===== src/design/wdrl_consts.svh =====
`ifndef WDRL_CONSTS_SVH
`define WDRL_CONSTS_SVH
// Register write addresses on the core's write port
`define WDRL_ADDR_CONTROL  8'hF0
`define WDRL_ADDR_UPPER    8'hF1
`define WDRL_ADDR_HIGH     8'hF2
`define WDRL_ADDR_LOW      8'hF3
// Unlock key bytes
`define WDRL_KEY_FIRST     8'h55
`define WDRL_KEY_SECOND    8'hAA
// Reload value after reset
`define WDRL_RELOAD_RESET  24'hFFFFFF
`define WDRL_COUNT_ZERO    24'h000000
`define WDRL_COUNT_ONE     24'h000001
// Per-byte reload reset, matching the 24-bit reset value
`define WDRL_BYTE_RESET    8'hFF
`define WDRL_CONTROL_RESET 8'h00
// Asynchronous pins passed through the synchronisers
`define WDRL_PIN_COUNT     4
`endif


===== src/design/wdrl_pkg.sv =====
package wdrl_pkg;
  // Lock sequencer states, one-hot
  typedef enum logic [4:0] {
    LOCKED    = 5'h01,
    GOT_FIRST = 5'h02,
    OPEN_U    = 5'h04,
    OPEN_H    = 5'h08,
    OPEN_L    = 5'h10
  } wdrl_lock_t;

  // One register write from the core
  typedef struct packed {
    logic       valid;
    logic [7:0] addr;
    logic [7:0] data;
  } wdrl_write_t;
endpackage


===== src/design/wdrl_watchdog.sv =====
// How it works
// - Reset-mode time-out in normal run requests system reset, sets time-out flag.
// - Reset-mode time-out in stop mode requests recovery, sets time-out and stop flags.
// - Unlock writes to the control address leave control bits unchanged.
// - After unlock, upper, high, then low reload bytes are written in order.
// - Any other write mid-sequence returns the sequencer to locked.
// - Reload byte writes are ignored while locked.
// - Counter loads reload value on first enable and on every refresh.
`include "wdrl_consts.svh"
`timescale 1ns/100ps
`default_nettype none
module wdrl_watchdog (
  // Clock and reset
  input  wire logic               clk,
  input  wire logic               rstn,
  // Register writes and refresh from the core
  input  wire wdrl_pkg::wdrl_write_t regWrite,
  input  wire logic               refresh,
  // Watchdog oscillator tick and mode inputs (asynchronous)
  input  wire logic               wdOscTick,
  input  wire logic               enable,
  input  wire logic               resetMode,
  input  wire logic               inStop,
  // Status to the core
  output logic [7:0]              watchdogControl,
  output logic [23:0]             reloadValue,
  output logic [23:0]             countValue,
  output logic [1:0]              resetCauseFlags,
  // Reset controller requests
  output logic                    sysResetReq,
  output logic                    stopRecoveryReq,
  output logic                    timeoutPulse
);
  logic rstSync1_q, rstSync2_q;
  logic [3:0] pinSync1_q, pinSync2_q;
  logic [3:0] pinRaw;
  logic tickPrev_q, enPrev_q;
  logic tickEn, enRise, timeout;
  logic tickSync, enSync, modeSync, stopSync;
  wdrl_pkg::wdrl_lock_t lock_q;
  logic [7:0] upper_q, high_q;
  logic [23:0] count_q;

  // Reset release through two flops
  always_ff @(posedge clk or negedge rstn)
  begin
    if (!rstn)
    begin
      rstSync1_q <= 1'b0;
      rstSync2_q <= 1'b0;
    end
    else
    begin
      rstSync1_q <= 1'b1;
      rstSync2_q <= rstSync1_q;
    end
  end

  // Raw pins in sync order: stop, mode, enable, tick
  assign pinRaw = {inStop, resetMode, enable, wdOscTick};

  // One two-flop chain per pin; nothing reads the first flop but the second
  genvar pinIdx;
  for (pinIdx = 0; pinIdx < `WDRL_PIN_COUNT; pinIdx++)
  begin : g_pinSync
    always_ff @(posedge clk or negedge rstSync2_q)
    begin
      if (!rstSync2_q)
      begin
        pinSync1_q[pinIdx] <= 1'b0;
        pinSync2_q[pinIdx] <= 1'b0;
      end
      else
      begin
        pinSync1_q[pinIdx] <= pinRaw[pinIdx];
        pinSync2_q[pinIdx] <= pinSync1_q[pinIdx];
      end
    end
  end

  // Named views of the synchronised pins
  assign tickSync = pinSync2_q[0];
  assign enSync   = pinSync2_q[1];
  assign modeSync = pinSync2_q[2];
  assign stopSync = pinSync2_q[3];

  // Edge history, read only after the second flop
  always_ff @(posedge clk or negedge rstSync2_q)
  begin
    if (!rstSync2_q)
    begin
      tickPrev_q <= 1'b0;
      enPrev_q   <= 1'b0;
    end
    else
    begin
      tickPrev_q <= pinSync2_q[0];
      enPrev_q   <= pinSync2_q[1];
    end
  end

  // Edge history resets low, the idle level of both pins, so no false edge
  assign tickEn = tickSync & ~tickPrev_q;
  // An enable already high at reset release still counts as first enable
  assign enRise = enSync & ~enPrev_q;

  // Lock sequencer; any write off the expected path relocks
  always_ff @(posedge clk or negedge rstSync2_q)
  begin
    if (!rstSync2_q)
      lock_q <= wdrl_pkg::LOCKED;
    else if (regWrite.valid)
    begin
      case (lock_q)
        wdrl_pkg::LOCKED:
          lock_q <= (regWrite.addr == `WDRL_ADDR_CONTROL &&
                     regWrite.data == `WDRL_KEY_FIRST)
                    ? wdrl_pkg::GOT_FIRST : wdrl_pkg::LOCKED;
        wdrl_pkg::GOT_FIRST:
          lock_q <= (regWrite.addr == `WDRL_ADDR_CONTROL &&
                     regWrite.data == `WDRL_KEY_SECOND)
                    ? wdrl_pkg::OPEN_U : wdrl_pkg::LOCKED;
        wdrl_pkg::OPEN_U:
          lock_q <= (regWrite.addr == `WDRL_ADDR_UPPER)
                    ? wdrl_pkg::OPEN_H : wdrl_pkg::LOCKED;
        wdrl_pkg::OPEN_H:
          lock_q <= (regWrite.addr == `WDRL_ADDR_HIGH)
                    ? wdrl_pkg::OPEN_L : wdrl_pkg::LOCKED;
        wdrl_pkg::OPEN_L:
          lock_q <= wdrl_pkg::LOCKED;
        default:
          lock_q <= wdrl_pkg::LOCKED;
      endcase
    end
  end

  // Control register: key writes never land, other writes do
  always_ff @(posedge clk or negedge rstSync2_q)
  begin
    if (!rstSync2_q)
      watchdogControl <= `WDRL_CONTROL_RESET;
    else if (regWrite.valid && regWrite.addr == `WDRL_ADDR_CONTROL &&
             regWrite.data != `WDRL_KEY_FIRST &&
             regWrite.data != `WDRL_KEY_SECOND)
      watchdogControl <= regWrite.data;
  end

  // Reload bytes; staged upper/high so the period changes only at low
  always_ff @(posedge clk or negedge rstSync2_q)
  begin
    if (!rstSync2_q)
    begin
      upper_q     <= `WDRL_BYTE_RESET;
      high_q      <= `WDRL_BYTE_RESET;
      reloadValue <= `WDRL_RELOAD_RESET;
    end
    else if (regWrite.valid)
    begin
      if (lock_q == wdrl_pkg::OPEN_U && regWrite.addr == `WDRL_ADDR_UPPER)
        upper_q <= regWrite.data;
      if (lock_q == wdrl_pkg::OPEN_H && regWrite.addr == `WDRL_ADDR_HIGH)
        high_q <= regWrite.data;
      if (lock_q == wdrl_pkg::OPEN_L && regWrite.addr == `WDRL_ADDR_LOW)
        reloadValue <= {upper_q, high_q, regWrite.data};
    end
  end

  // Down counter on oscillator ticks
  assign timeout = pinSync2_q[1] && tickEn && count_q == `WDRL_COUNT_ONE;
  always_ff @(posedge clk or negedge rstSync2_q)
  begin
    if (!rstSync2_q)
      count_q <= `WDRL_RELOAD_RESET;
    else if (enRise || refresh || timeout)
      count_q <= reloadValue;
    else if (pinSync2_q[1] && tickEn && count_q != `WDRL_COUNT_ZERO)
      count_q <= count_q - `WDRL_COUNT_ONE;
  end
  assign countValue = count_q;

  // Reset-cause flags and reset requests; flags clear only on power reset
  always_ff @(posedge clk or negedge rstSync2_q)
  begin
    if (!rstSync2_q)
    begin
      resetCauseFlags <= 2'h0;
      sysResetReq     <= 1'b0;
      stopRecoveryReq <= 1'b0;
      timeoutPulse    <= 1'b0;
    end
    else
    begin
      timeoutPulse    <= timeout;
      sysResetReq     <= timeout && pinSync2_q[2] && !pinSync2_q[3];
      stopRecoveryReq <= timeout && pinSync2_q[2] && pinSync2_q[3];
      // OR in, so a later run-mode time-out keeps an earlier stop cause
      if (timeout && modeSync)
        resetCauseFlags <= resetCauseFlags | {stopSync, 1'b1};
    end
  end
endmodule
`default_nettype wire


===== config.mk =====
export PLATFORM = sky130hd
export DESIGN_NAME = wdrl_watchdog
export DESIGN_NICKNAME = d
export VERILOG_FILES = /design/src/design/wdrl_pkg.sv /design/src/design/wdrl_watchdog.sv
export VERILOG_INCLUDE_DIRS = /design/src /design/src/design
export SDC_FILE = /design/constraint.sdc
export NUM_CORES = 1
export LEC_CHECK = 0
export ABC_CLOCK_PERIOD_IN_PS = 3300
export BUFFER_PORTS_ARGS = -buffer_cell sky130_fd_sc_hd__buf_2
export CORE_UTILIZATION = 55
export DETAILED_ROUTE_END_ITERATION = 8
export MAX_ROUTING_LAYER = met4
export PLACE_DENSITY = 0.79
export SLEW_MARGIN = 20
export SYNTH_ARGS = -nofsm -noshare
export SYNTH_HDL_FRONTEND = slang
export SYNTH_SLANG_ARGS = --single-unit

===== constraint.sdc =====
create_clock -name clk -period 3.3 [get_ports clk]
set_input_delay 0.33 -clock clk [delete_from_list [all_inputs] [get_ports clk]]
set_output_delay 0.33 -clock clk [all_outputs]
set_load 0.005 [all_outputs]

# Yosys cells after proc, flatten, opt, wreduce, memory -nomap -nowiden
# Cells that the tools add are included.
dict set report classes {
  add_sub_neg 1
  multipliers 0
  div 0
  n_lt_le_gt_ge 0
  eq_ne 14
  shifts 0
  mux 7
  bitwise_logic 5
  reduce_logical 22
}
# op count
set op_table {}
lappend op_table {{$mux W24} 2}
lappend op_table {{$eq A8 B8 Y1 const B} 5}
lappend op_table {{$eq A24 B1 Y1 const B} 1}
lappend op_table {{$reduce_bool A24 Y1} 1}
lappend op_table {{$sub A24 B1 Y24 const B} 1}
lappend op_table {{$pmux W5 S4} 1}
lappend op_table {{$logic_and A1 B1 Y1} 14}
lappend op_table {{$eq A8 B7 Y1 const B} 1}
lappend op_table {{$ne A8 B7 Y1 const B} 1}
lappend op_table {{$ne A8 B8 Y1 const B} 1}
lappend op_table {{$reduce_and A2 Y1} 3}
lappend op_table {{$eq A5 B1 Y1 const B} 1}
lappend op_table {{$eq A5 B2 Y1 const B} 1}
lappend op_table {{$eq A5 B3 Y1 const B} 1}
lappend op_table {{$eq A5 B4 Y1 const B} 1}
lappend op_table {{$eq A5 B5 Y1 const B} 1}
lappend op_table {{$mux W5} 1}
lappend op_table {{$mux W4} 1}
lappend op_table {{$mux W3} 1}
lappend op_table {{$and A1 B1 Y1} 2}
lappend op_table {{$logic_or A1 B1 Y1} 2}
lappend op_table {{$mux W2} 1}
lappend op_table {{$not A1 Y1} 2}
lappend op_table {{$or A2 B2 Y2} 1}
lappend op_table {{other kinds (2)} 2}
dict set report word_totals {
  register_bits 94
  latchBits 0
  ram_bits 0
  mem_bits_ro 0
  out_inout_bits 61
  elab_cells 71
  mem_count 0
}

# Longest topological paths before layout
# Gate-level depths: netlist of the first run.
dict set report logic_depth {
  depth_word 6
  ltp_mapped 8
}

# Worst setup path after synthesis of the first run
# No wires, ideal clock.
dict set report synth_timing {
  path_kind {register -> register}
  from {reg count_q[0], in the netlist countValue[0]}
  to {reg count_q[22], in the netlist countValue[22]}
  arrival_ps 1972
  required_ps 3238
  slack_ps 1266
  path_stages_with_launch 8
  n_path_buf 0
  path_cell_list {dfstp_2 > inv_1 > ha_1 > nor3b_1 > nand4_1 > or4_1 > a21oi_1 > a221o_1}
}
dict set report synth_via {
  elab_chain_cells 4
}
# element line_no
set synth_lines {}
lappend synth_lines {{start, declared} wdrl_watchdog.sv:42} ;# logic [23:0] count_q;
lappend synth_lines {{start signal, assigned} wdrl_watchdog.sv:173} ;# count_q <= `WDRL_RELOAD_RESET;
lappend synth_lines {{start signal, assigned} wdrl_watchdog.sv:175} ;# count_q <= reloadValue;
lappend synth_lines {{start signal, assigned} wdrl_watchdog.sv:177} ;# count_q <= count_q - `WDRL_COUNT_ONE;
lappend synth_lines {{parallel branches: the longest is 4 deep, another holds $sub A24 B1 Y24} --}
# Several ways; the timed one is not identified. The select of a mux whose other input is x is not followed.
# A chain may end at the register's enable or synchronous reset.

# Final worst setup path of the first run
dict set report layout_timing {
  from {reg count_q[18], in the netlist countValue[18]}
  to {reg count_q[15], in the netlist countValue[15]}
}
dict set report layout_via {
  elab_chain_cells 4
}
# element line_no
set layout_lines {}
lappend layout_lines {{$eq A24 B1 Y1 (no source line)} --}
lappend layout_lines {{$logic_and A1 B1 Y1 (no source line)} --}
lappend layout_lines {{$logic_or A1 B1 Y1} wdrl_watchdog.sv:174} ;# else if (enRise || refresh || timeout)
lappend layout_lines {{$mux W24 or $reduce_bool A2 Y1 (tied branches)} --}
# Several ways; a longest one is shown, not always the timed one.

==> metrics.txt, run 1 <==
via count=~3600; EDFF count, synth=0; # resized after CTS=0; DR WL/cell=~20 um; vias per inst=about 6.3; top layer used by detailed routing=met4; Area contributors post-synth=dfstp_2 38%, dfrtp_1 16%, mux2_2 12%; worst r2r path cells=6; simple logic cell fraction of the synthesized area=0.160; critical path type=reg2reg; Critical Path RT=roughly 3.6 ns; Synth Net Count=about 400; Site Rows=32; Die Area=between 8000 and 9000 um^2; Mapped Area=4490 um^2; Nets=slightly below 500; final worst path period share=0.767; initial antenna violation count=0; Synth async-reset ratio=1.00; Critical Path End Type=flop; Syn Inst Count=~370; Top Ports=85; fmax=0.395 GHz; Area Growth Syn to Fin=16.8%; clk sink count=94; most common cell in the netlist=dfstp_2; flop2flop setup slack=approximately 0.77 ns; mux contribution to synthesized area=0.120; final core occ=0.671; Distinct cells, synth=65; hold path depth=1; port bufs=84; maxcap violations=0; Synth Area in Compound Gates=0.133; Slew Limit Headroom=0.412; FF-to-FF End=countValue[15]$_DFFE_PN1P_; post-layout instance area=about 5200 um^2; number of remaining DRC errors=0; top cell type's share of synthesized area=0.381; layout cells sized above 1=0.513; hold_sp=inStop; clk_skew=about 0.0099 ns; All-Layer GR Usage=0.283; Detailed Place HPWL=7860 um; P_leak=about 2.4 nW; WP data arrival=between 2 and 3 ns; Worst-Margin Slew=about 0.88 ns; Routed WL=approximately 11000 um; antenna viol nets, final=0; register area share after synthesis=0.542; #FFs+latches synth=94; core area=slightly below 8000 um^2; yosys warns=0; Slew Viols, Final=0; DR iter-0 viols=slightly below 300; area leader, netlist=dfstp_2; worst vdd ir=about 0.28 mV; Worst Setup SP=countValue[18]$_DFFE_PN1P_; worst-path fanout max=17; Sum Neg Setup Slack=0 ns; crit path capture=countValue[15]$_DFFE_PN1P_; Hold WC Path Type=in2reg; Syn Area/Cell=about 12 um^2; RSZ-0062 raised after global routing=no; CTS clk-pin slew, worst paths=around 0.1 ns; Primary FF master, synth=dfstp_2; Clock Root Buffer=clkbuf_8; XOR/XNOR Fraction of Synth Area=0.00390; Critical R2R Launch=countValue[18]$_DFFE_PN1P_; met1 WL=roughly 4500 um; met2 WL=about 5500 um; Die X=just over 90 um; CP Launch Type=flop; largest net degree at the start of global routing=81; antenna fix cells=0; post-route minimum period=~2.5 ns; Final Hold Viols=0; first-pass GRT wire length=between 15000 and 20000 um; pwr dens=~420 nW/um^2; Synth top cells by count=65 x dfstp_2, 48 x mux2_2, 29 x dfrtp_1; status=complete, no violations; TritonRoute pass-1 iters=5; CTS buffer count=9; Starting Density=0.575; clk buf depth=2; worst-skew pair later-pin latency=about 0.37 ns; Post-Synth Adder-Cell Area=0.00836; H-tree depth=3; Final Setup Violations=0; wire length on met3=813 um; vias in the first global route=around 3500; RD Place Congestion=0.932; largest family of logic cells by synthesized area=simple AND/OR/NAND/NOR gates; grt ovf=0; DP Area=5000 um^2; CTS tree=built; die height=92.3 um
[what timing repair did]
item | 4_1_cts | 5_1_grt
hold buffers | 1 | 0
endpoints found under the hold margin | 2 | 0
buffers inserted | 0 | 0
[per-layer routing]
metal | up-vias | global-route usage
met3 | 29 | 0.0608
met1 | 1787 | 0.362
met5 | - | -
met4 | 0 | 0.0977
met2 | 165 | 0.448
li1 | 1575 | -
[cell type report]
type / count / area (um^2)
Sequential cell: 94 / 2440
Timing Repair Buffer: 92 / 503
Multi-Input combinational cell: 246 / 1920
Fill cell: 609 / 2570
Clock inverter: 6 / 70.1
Inverter: 14 / 52.6
Clock buffer: 10 / 128
Tap cell: 102 / 128
[cell usage in the layout, fill, tap and decap left out, drive strengths merged, types with 11 or more instances in the layout]
cell type and count:
nand2 17, dfstp 65, o22ai 12, mux2 48
nor2 25, dfrtp 29, a21oi 12, inv 15
nor4 11, buf 91
[kinds of logic after synthesis]
logic type               count (synthesis)
multiplexers                            48
AO/OA/AOI/OAI                           76
buffers and inverters                   29
AND/OR/NAND/NOR                        116
adder cells (fa/ha/maj)                  3
other                                    1
flip-flops                              94
XOR/XNOR                                 2
[per-stage QoR]
stage | hold WS (ns) | power (mW) | worst slack, ns | instances
floorplan | 0.0344 | 1.36 | 0.601 | 369
CTS | 0.0478 | 2.22 | 0.796 | 563
detailed placement | 0.117 | 1.45 | 0.808 | 546
finish | 0.0558 | 2.21 | 0.770 | 564
global placement | 0.115 | 1.44 | 0.875 | 546
global route | 0.0381 | 2.30 | 0.590 | 564
[worst min-delay path by stage]
stage	slack, ns	end
global route	0.04	pinSync1_q[3]$_DFF_PN0_
detailed placement	0.12	rstSync1_q$_DFF_PN0_
CTS	0.05	pinSync1_q[3]$_DFF_PN0_
floorplan	0.03	rstSync1_q$_DFF_PN0_
finish	0.06	pinSync1_q[3]$_DFF_PN0_
global placement	0.11	rstSync1_q$_DFF_PN0_
[worst max-delay path: stages (launching register included)]
cell	delay, ns
dfstp_2	0.41
nor4_2	0.36
nand3_1	0.34
o31ai_4	0.73
buf_4	0.29
o31ai_1	0.08
a221o_1	0.27
[where the power goes]
part | switching [mW] | internal (mW)
registers | 0.0322 | 1.19
logic | 0.134 | 0.0814
clock network | 0.423 | 0.354
total | 0.589 | 1.62
[sequential cells by signal, indices dropped and copies added, names as in the netlist, 2 cells and up]
name / cells
countValue: 24
reloadValue: 24
high_q: 8
upper_q: 8
watchdogControl: 8
lock_q: 5
pinSync1_q: 4
resetCauseFlags: 2
No activity file was read; power rests on OpenSTA's default activity.
==> run 2: changes to the inputs <==
--- a/config.mk
+++ b/config.mk
@@ -6,12 +6,12 @@
 export SDC_FILE = /design/constraint.sdc
 export NUM_CORES = 1
 export LEC_CHECK = 0
-export ABC_CLOCK_PERIOD_IN_PS = 3300
+export ABC_CLOCK_PERIOD_IN_PS = 2220
 export BUFFER_PORTS_ARGS = -buffer_cell sky130_fd_sc_hd__buf_2
-export CORE_UTILIZATION = 55
+export CORE_UTILIZATION = 50
 export DETAILED_ROUTE_END_ITERATION = 8
 export MAX_ROUTING_LAYER = met4
-export PLACE_DENSITY = 0.79
+export PLACE_DENSITY = 0.76
 export SLEW_MARGIN = 20
 export SYNTH_ARGS = -nofsm -noshare
 export SYNTH_HDL_FRONTEND = slang
==> constraint.sdc (replaced) <==
create_clock -name clk -period 2.22 [get_ports clk]
set_input_delay 0.222 -clock clk [delete_from_list [all_inputs] [get_ports clk]]
set_output_delay 0.222 -clock clk [all_outputs]
set_load 0.005 [all_outputs]
==> metrics.txt, run 2 (synthesis results as in run 1) <==
layout cells sized above 1=0.543; hold_sp=regWrite[16]; Pwr Total=3.38 mW; P_leak=around 2.5 nW; final worst path period share=0.953; Nets=a little over 500; DP Area=5180 um^2; worst-skew pair later-pin latency=roughly 0.36 ns; CTS buffer count=9; All-Layer GR Usage=0.255; Worst-Margin Slew=0.535 ns; number of remaining DRC errors=0; TritonRoute pass-1 iters=5; post-layout instance area=around 5500 um^2; die height=about 97 um; post-route minimum period=approximately 2.1 ns; pwr dens=between 600 and 700 nW/um^2; CTS clk-pin slew, worst paths=0.10 ns; Site Rows=34; Sum Neg Setup Slack=0 ns; Non-Filler Instances=around 590; Slew Viols, Final=0; clk sink count=94; cell-by-cell trace of the critical path=inv_1, ha_1, nor3b_2, nand4_1, o21ba_4, nand2b_2, o221a_2; antenna fix cells=0; DR WL/cell=between 15 and 20 um; Area Growth Syn to Fin=22.5%; Starting Density=0.515; CP peak stage delay=0.58 ns; maxcap violations=0; antenna viol nets, final=0; Hold WC Path Type=in2reg; Critical Path End Type=flop; top cell family by delay on the critical path=flip-flops; Routed WL=around 11000 um; worst vdd ir=0.374 mV; Top Ports=85; Clock Root Buffer=clkbuf_8; Die X=roughly 97 um; Detailed Place HPWL=8000 um; worst-path fanout max=8; worst hold slack=between 0.15 and 0.2 ns; final core occ=0.631; CP max-delay cell=dfstp_2; clk_skew=around 0.011 ns; Final Setup Violations=0; DR iter-0 viols=between 200 and 300; core area=slightly below 9000 um^2; H-tree depth=3; Worst Setup SP=countValue[1]$_DFFE_PN1P_; status=complete, no violations; clk buf depth=2; port bufs=84; CTS tree=built; WP data arrival=2.41 ns; fillcell total=718; largest net degree at the start of global routing=54; commonest non-fill, non-tap cell in the layout=buf_2; vias per inst=6.16; Slew Limit Headroom=0.643; first-pass GRT wire length=approximately 18000 um; post-placement cell count=570; vias in the first global route=between 3000 and 4000; initial antenna violation count=0; critical path type=reg2reg; grt ovf=0; WP buf/inv=1; via count=between 3000 and 4000; RD Place Congestion=between 0.9 and 1; setup ws final=approximately 0.10 ns; Final Hold Viols=0; pre-CTS setup slack=around 0.12 ns; fmax=roughly 0.47 GHz; Die Area=a little over 9000 um^2; most frequent cells in the layout=84 x buf_2, 65 x dfstp_2, 48 x mux2_2, 28 x dfrtp_1, 24 x nor2_1; CP Launch Type=flop; Critical Path RT=~2.5 ns; Critical R2R Launch=countValue[1]$_DFFE_PN1P_
[run 2: report_power, final]
group | leakage (nW) | internal (mW) | switching (mW)
clock | 0.102 | 0.537 | 0.648
sequential | 1.05 | 1.77 | 0.0516
combinational | 1.35 | 0.159 | 0.216
total | 2.50 | 2.46 | 0.915
[run 2: timing repair]
item,4_1_cts,5_1_grt
resized for setup,0,10
hold endpoints to repair,6,0
buffers inserted,0,1
hold buffers,5,0
endpoints found under the setup margin,0,17
[run 2: cell type report]
cell class / count / area, um^2 / share of cell area
Clock buffer: 9 / 124 / 0.0225
Inverter: 14 / 52.6 / 0.00956
Timing Repair Buffer: 114 / 696 / 0.127
Clock inverter: 7 / 80.1 / 0.0146
Tap cell: 108 / 135 / 0.0246
Sequential cell: 94 / 2440 / 0.443
Multi-Input combinational cell: 246 / 1970 / 0.359
[run 2: path summary, 6_finish.rpt]
check,to,slack [ns],depth (start not counted)
max in group asynchronous,high_q[1]$_DFFE_PN1P_,1.17,1
max reg2reg,countValue[5]$_DFFE_PN1P_,0.10,7
max,countValue[5]$_DFFE_PN1P_,0.10,7
min reg2reg,pinSync1_q[2]$_DFF_PN0_,0.32,0
min,lock_q[0]$_DFFE_PN1P_,0.15,3
min in group asynchronous,rstSync1_q$_DFF_PN0_,0.16,2
[run 2: per-layer routing]
metal,track usage,vias to the layer above,part of all wire
met4,0.0941,0,0.022
met5,-,-,0
li1,-,1621,-
met1,0.350,1820,0.43
met2,0.392,178,0.49
met3,0.0332,28,0.063
[run 2: worst min-delay path, delay by kind of cell]
kind	cells	cell delay, ns
buf+inv	1	0.13
compound gates	2	0.15
==> run 3: changes to the inputs <==
--- a/config.mk
+++ b/config.mk
@@ -6,13 +6,14 @@
 export SDC_FILE = /design/constraint.sdc
 export NUM_CORES = 1
 export LEC_CHECK = 0
-export ABC_CLOCK_PERIOD_IN_PS = 2220
+export ABC_CLOCK_PERIOD_IN_PS = 2200
 export BUFFER_PORTS_ARGS = -buffer_cell sky130_fd_sc_hd__buf_2
-export CORE_UTILIZATION = 50
+export CORE_UTILIZATION = 55
 export DETAILED_ROUTE_END_ITERATION = 8
 export MAX_ROUTING_LAYER = met4
-export PLACE_DENSITY = 0.76
+export PLACE_DENSITY = 0.79
 export SLEW_MARGIN = 20
 export SYNTH_ARGS = -nofsm -noshare
 export SYNTH_HDL_FRONTEND = slang
 export SYNTH_SLANG_ARGS = --single-unit
+export TNS_END_PERCENT = 1
==> constraint.sdc (replaced) <==
create_clock -name clk -period 2.2 [get_ports clk]
set_input_delay 0.22 -clock clk [delete_from_list [all_inputs] [get_ports clk]]
set_output_delay 0.22 -clock clk [all_outputs]
set_load 0.005 [all_outputs]
==> metrics.txt, run 3 (synthesis results as in run 1) <==
post-placement cell count=approximately 570; first-pass GRT wire length=between 15000 and 20000 um; RSZ-0062 raised after global routing=no; vias per inst=~6; port bufs=between 80 and 90; layout cells sized above 1=0.543; maxcap violations=0; clk sink count=94; Top Ports=85; register area=around 2400 um^2; Slew Viols, Final=0; Detailed Place HPWL=roughly 8000 um; Die X=92.3 um; vias in the first global route=between 3000 and 4000; Die Area=approximately 8500 um^2; DP Area=~5200 um^2; Clock Root Buffer=clkbuf_8; hold path depth=3; largest net degree at the start of global routing=58; Routed WL=11100 um; P_sw=around 0.93 mW; Final Setup Violations=0; Starting Density=0.575; final worst path period share=0.957; setup bufs post-CTS=0; number of remaining DRC errors=0; commonest non-fill, non-tap cell in the layout=buf_2; worst vdd ir=0.411 mV; P_leak=~2.5 nW; critical path type=reg2reg; post-route minimum period=2.10 ns; DR iter-0 viols=approximately 220; grt ovf=0; multi-input logic area=about 1900 um^2; worst r2r path cells=5; RD Place Congestion=roughly 0.95; worst hold slack=0.123 ns; H-tree depth=3; clk_skew=between 0.01 and 0.015 ns; Area Growth Syn to Fin=21.4%; DR WL/cell=approximately 19 um; worst-path fanout max=12; Sum Neg Setup Slack=0 ns; CTS clk-pin slew, worst paths=0.10 ns; clock network power share=0.336; Gate power share=0.110; Critical Path End Type=flop; Critical Path RT=2.51 ns; clk buf depth=2; WP data arrival=around 2.4 ns; Pwr Total=around 3.3 mW; core area=7810 um^2; pwr dens=606 nW/um^2; P_int=2.38 mW; All-Layer GR Usage=0.283; initial antenna violation count=0; via count=3570; most frequent cells in the layout=84 x buf_2, 65 x dfstp_2, 48 x mux2_2, 28 x dfrtp_1, 25 x buf_4; Sw Share=0.281; post-layout instance area=between 5000 and 6000 um^2; fillcell total=just under 600; Site Rows=32; CTS buffer count=9; Nets=roughly 510; TritonRoute pass-1 iters=6; sequential power share=0.553; die height=~92 um; antenna fix cells=0; Final Hold Viols=0; status=complete, no violations; CP Launch Type=flop; worst-skew pair later-pin latency=approximately 0.37 ns; Hold WC Path Type=in2reg; antenna viol nets, final=0; CTS tree=built; fmax=0.475 GHz; Non-Filler Instances=~600
-- run 3: cell count changes in the layout (fill, tap and decap cells not counted), moves of 2 or more --
cell	change
nor4_2	+3
buf_4	+3
inv_6	+2
nor4_4	-2
-- run 3: repair_timing --
action                                 4_1_cts  5_1_grt
endpoints found under the hold margin        6        0
setup endpoints to repair                    0        8
gates resized for setup                      0        6
hold buffers                                 5        0
-- run 3: routing by layer --
metal | GRT usage | wire, um
met5 | - | 0
met4 | 0.109 | 310
met3 | 0.0386 | 678
met2 | 0.451 | 5610
met1 | 0.371 | 4550
-- run 3: per-stage QoR --
stage	util	worst slack (ns)
2_1_floorplan	-	0.166
3_3_place_gp	0.664	0.128
3_5_place_dp	0.664	0.0885
4_1_cts	0.695	0.0703
5_1_grt	0.698	0.00172
6_report	0.698	0.0952
-- run 3: area by class of cell --
class	count	area share
clock buffers	9	0.0227
multi-input cells	246	0.358
flip-flops and latches	94	0.447
repair buffers	116	0.128
well taps	102	0.0234
clock inverters	7	0.0112
inverters	14	0.00964
-- run 3: power groups by stage --
| stage | clock network (mW) | logic (mW) | registers, mW |
|---|---|---|---|
| 6_report | 1.11 | 0.365 | 1.83 |
| 4_1_cts | 1.13 | 0.358 | 1.83 |
| 3_5_place_dp | 0 | 0.348 | 1.86 |
| 3_3_place_gp | 0 | 0.343 | 1.85 |
| 2_1_floorplan | 0 | 0.178 | 1.87 |
| 5_1_grt | 1.20 | 0.400 | 1.84 |
-- run 3: path summary, 6_finish.rpt --
path | slack (ns) | start | endpoint
min in group asynchronous | 0.15 | rstn | rstSync1_q$_DFF_PN0_
worst max-delay path | 0.1 | countValue[13]$_DFFE_PN1P_ | countValue[14]$_DFFE_PN1P_
worst min-delay path | 0.12 | regWrite[16] | lock_q[0]$_DFFE_PN1P_
max in group asynchronous | 1.20 | rstSync2_q$_DFF_PN0_ | high_q[3]$_DFFE_PN1P_
worst max register to register | 0.1 | countValue[13]$_DFFE_PN1P_ | countValue[14]$_DFFE_PN1P_
worst min register to register | 0.30 | rstSync2_q$_DFF_PN0_ | pinSync1_q[2]$_DFF_PN0_
-- run 3: worst max-delay path, stage by stage, from the launching register on --
cell     delay [ns]
dfstp_2        0.43
nor4_2         0.41
nand4_4        0.24
o31a_2         0.53
a32o_1         0.29
a21o_1         0.15
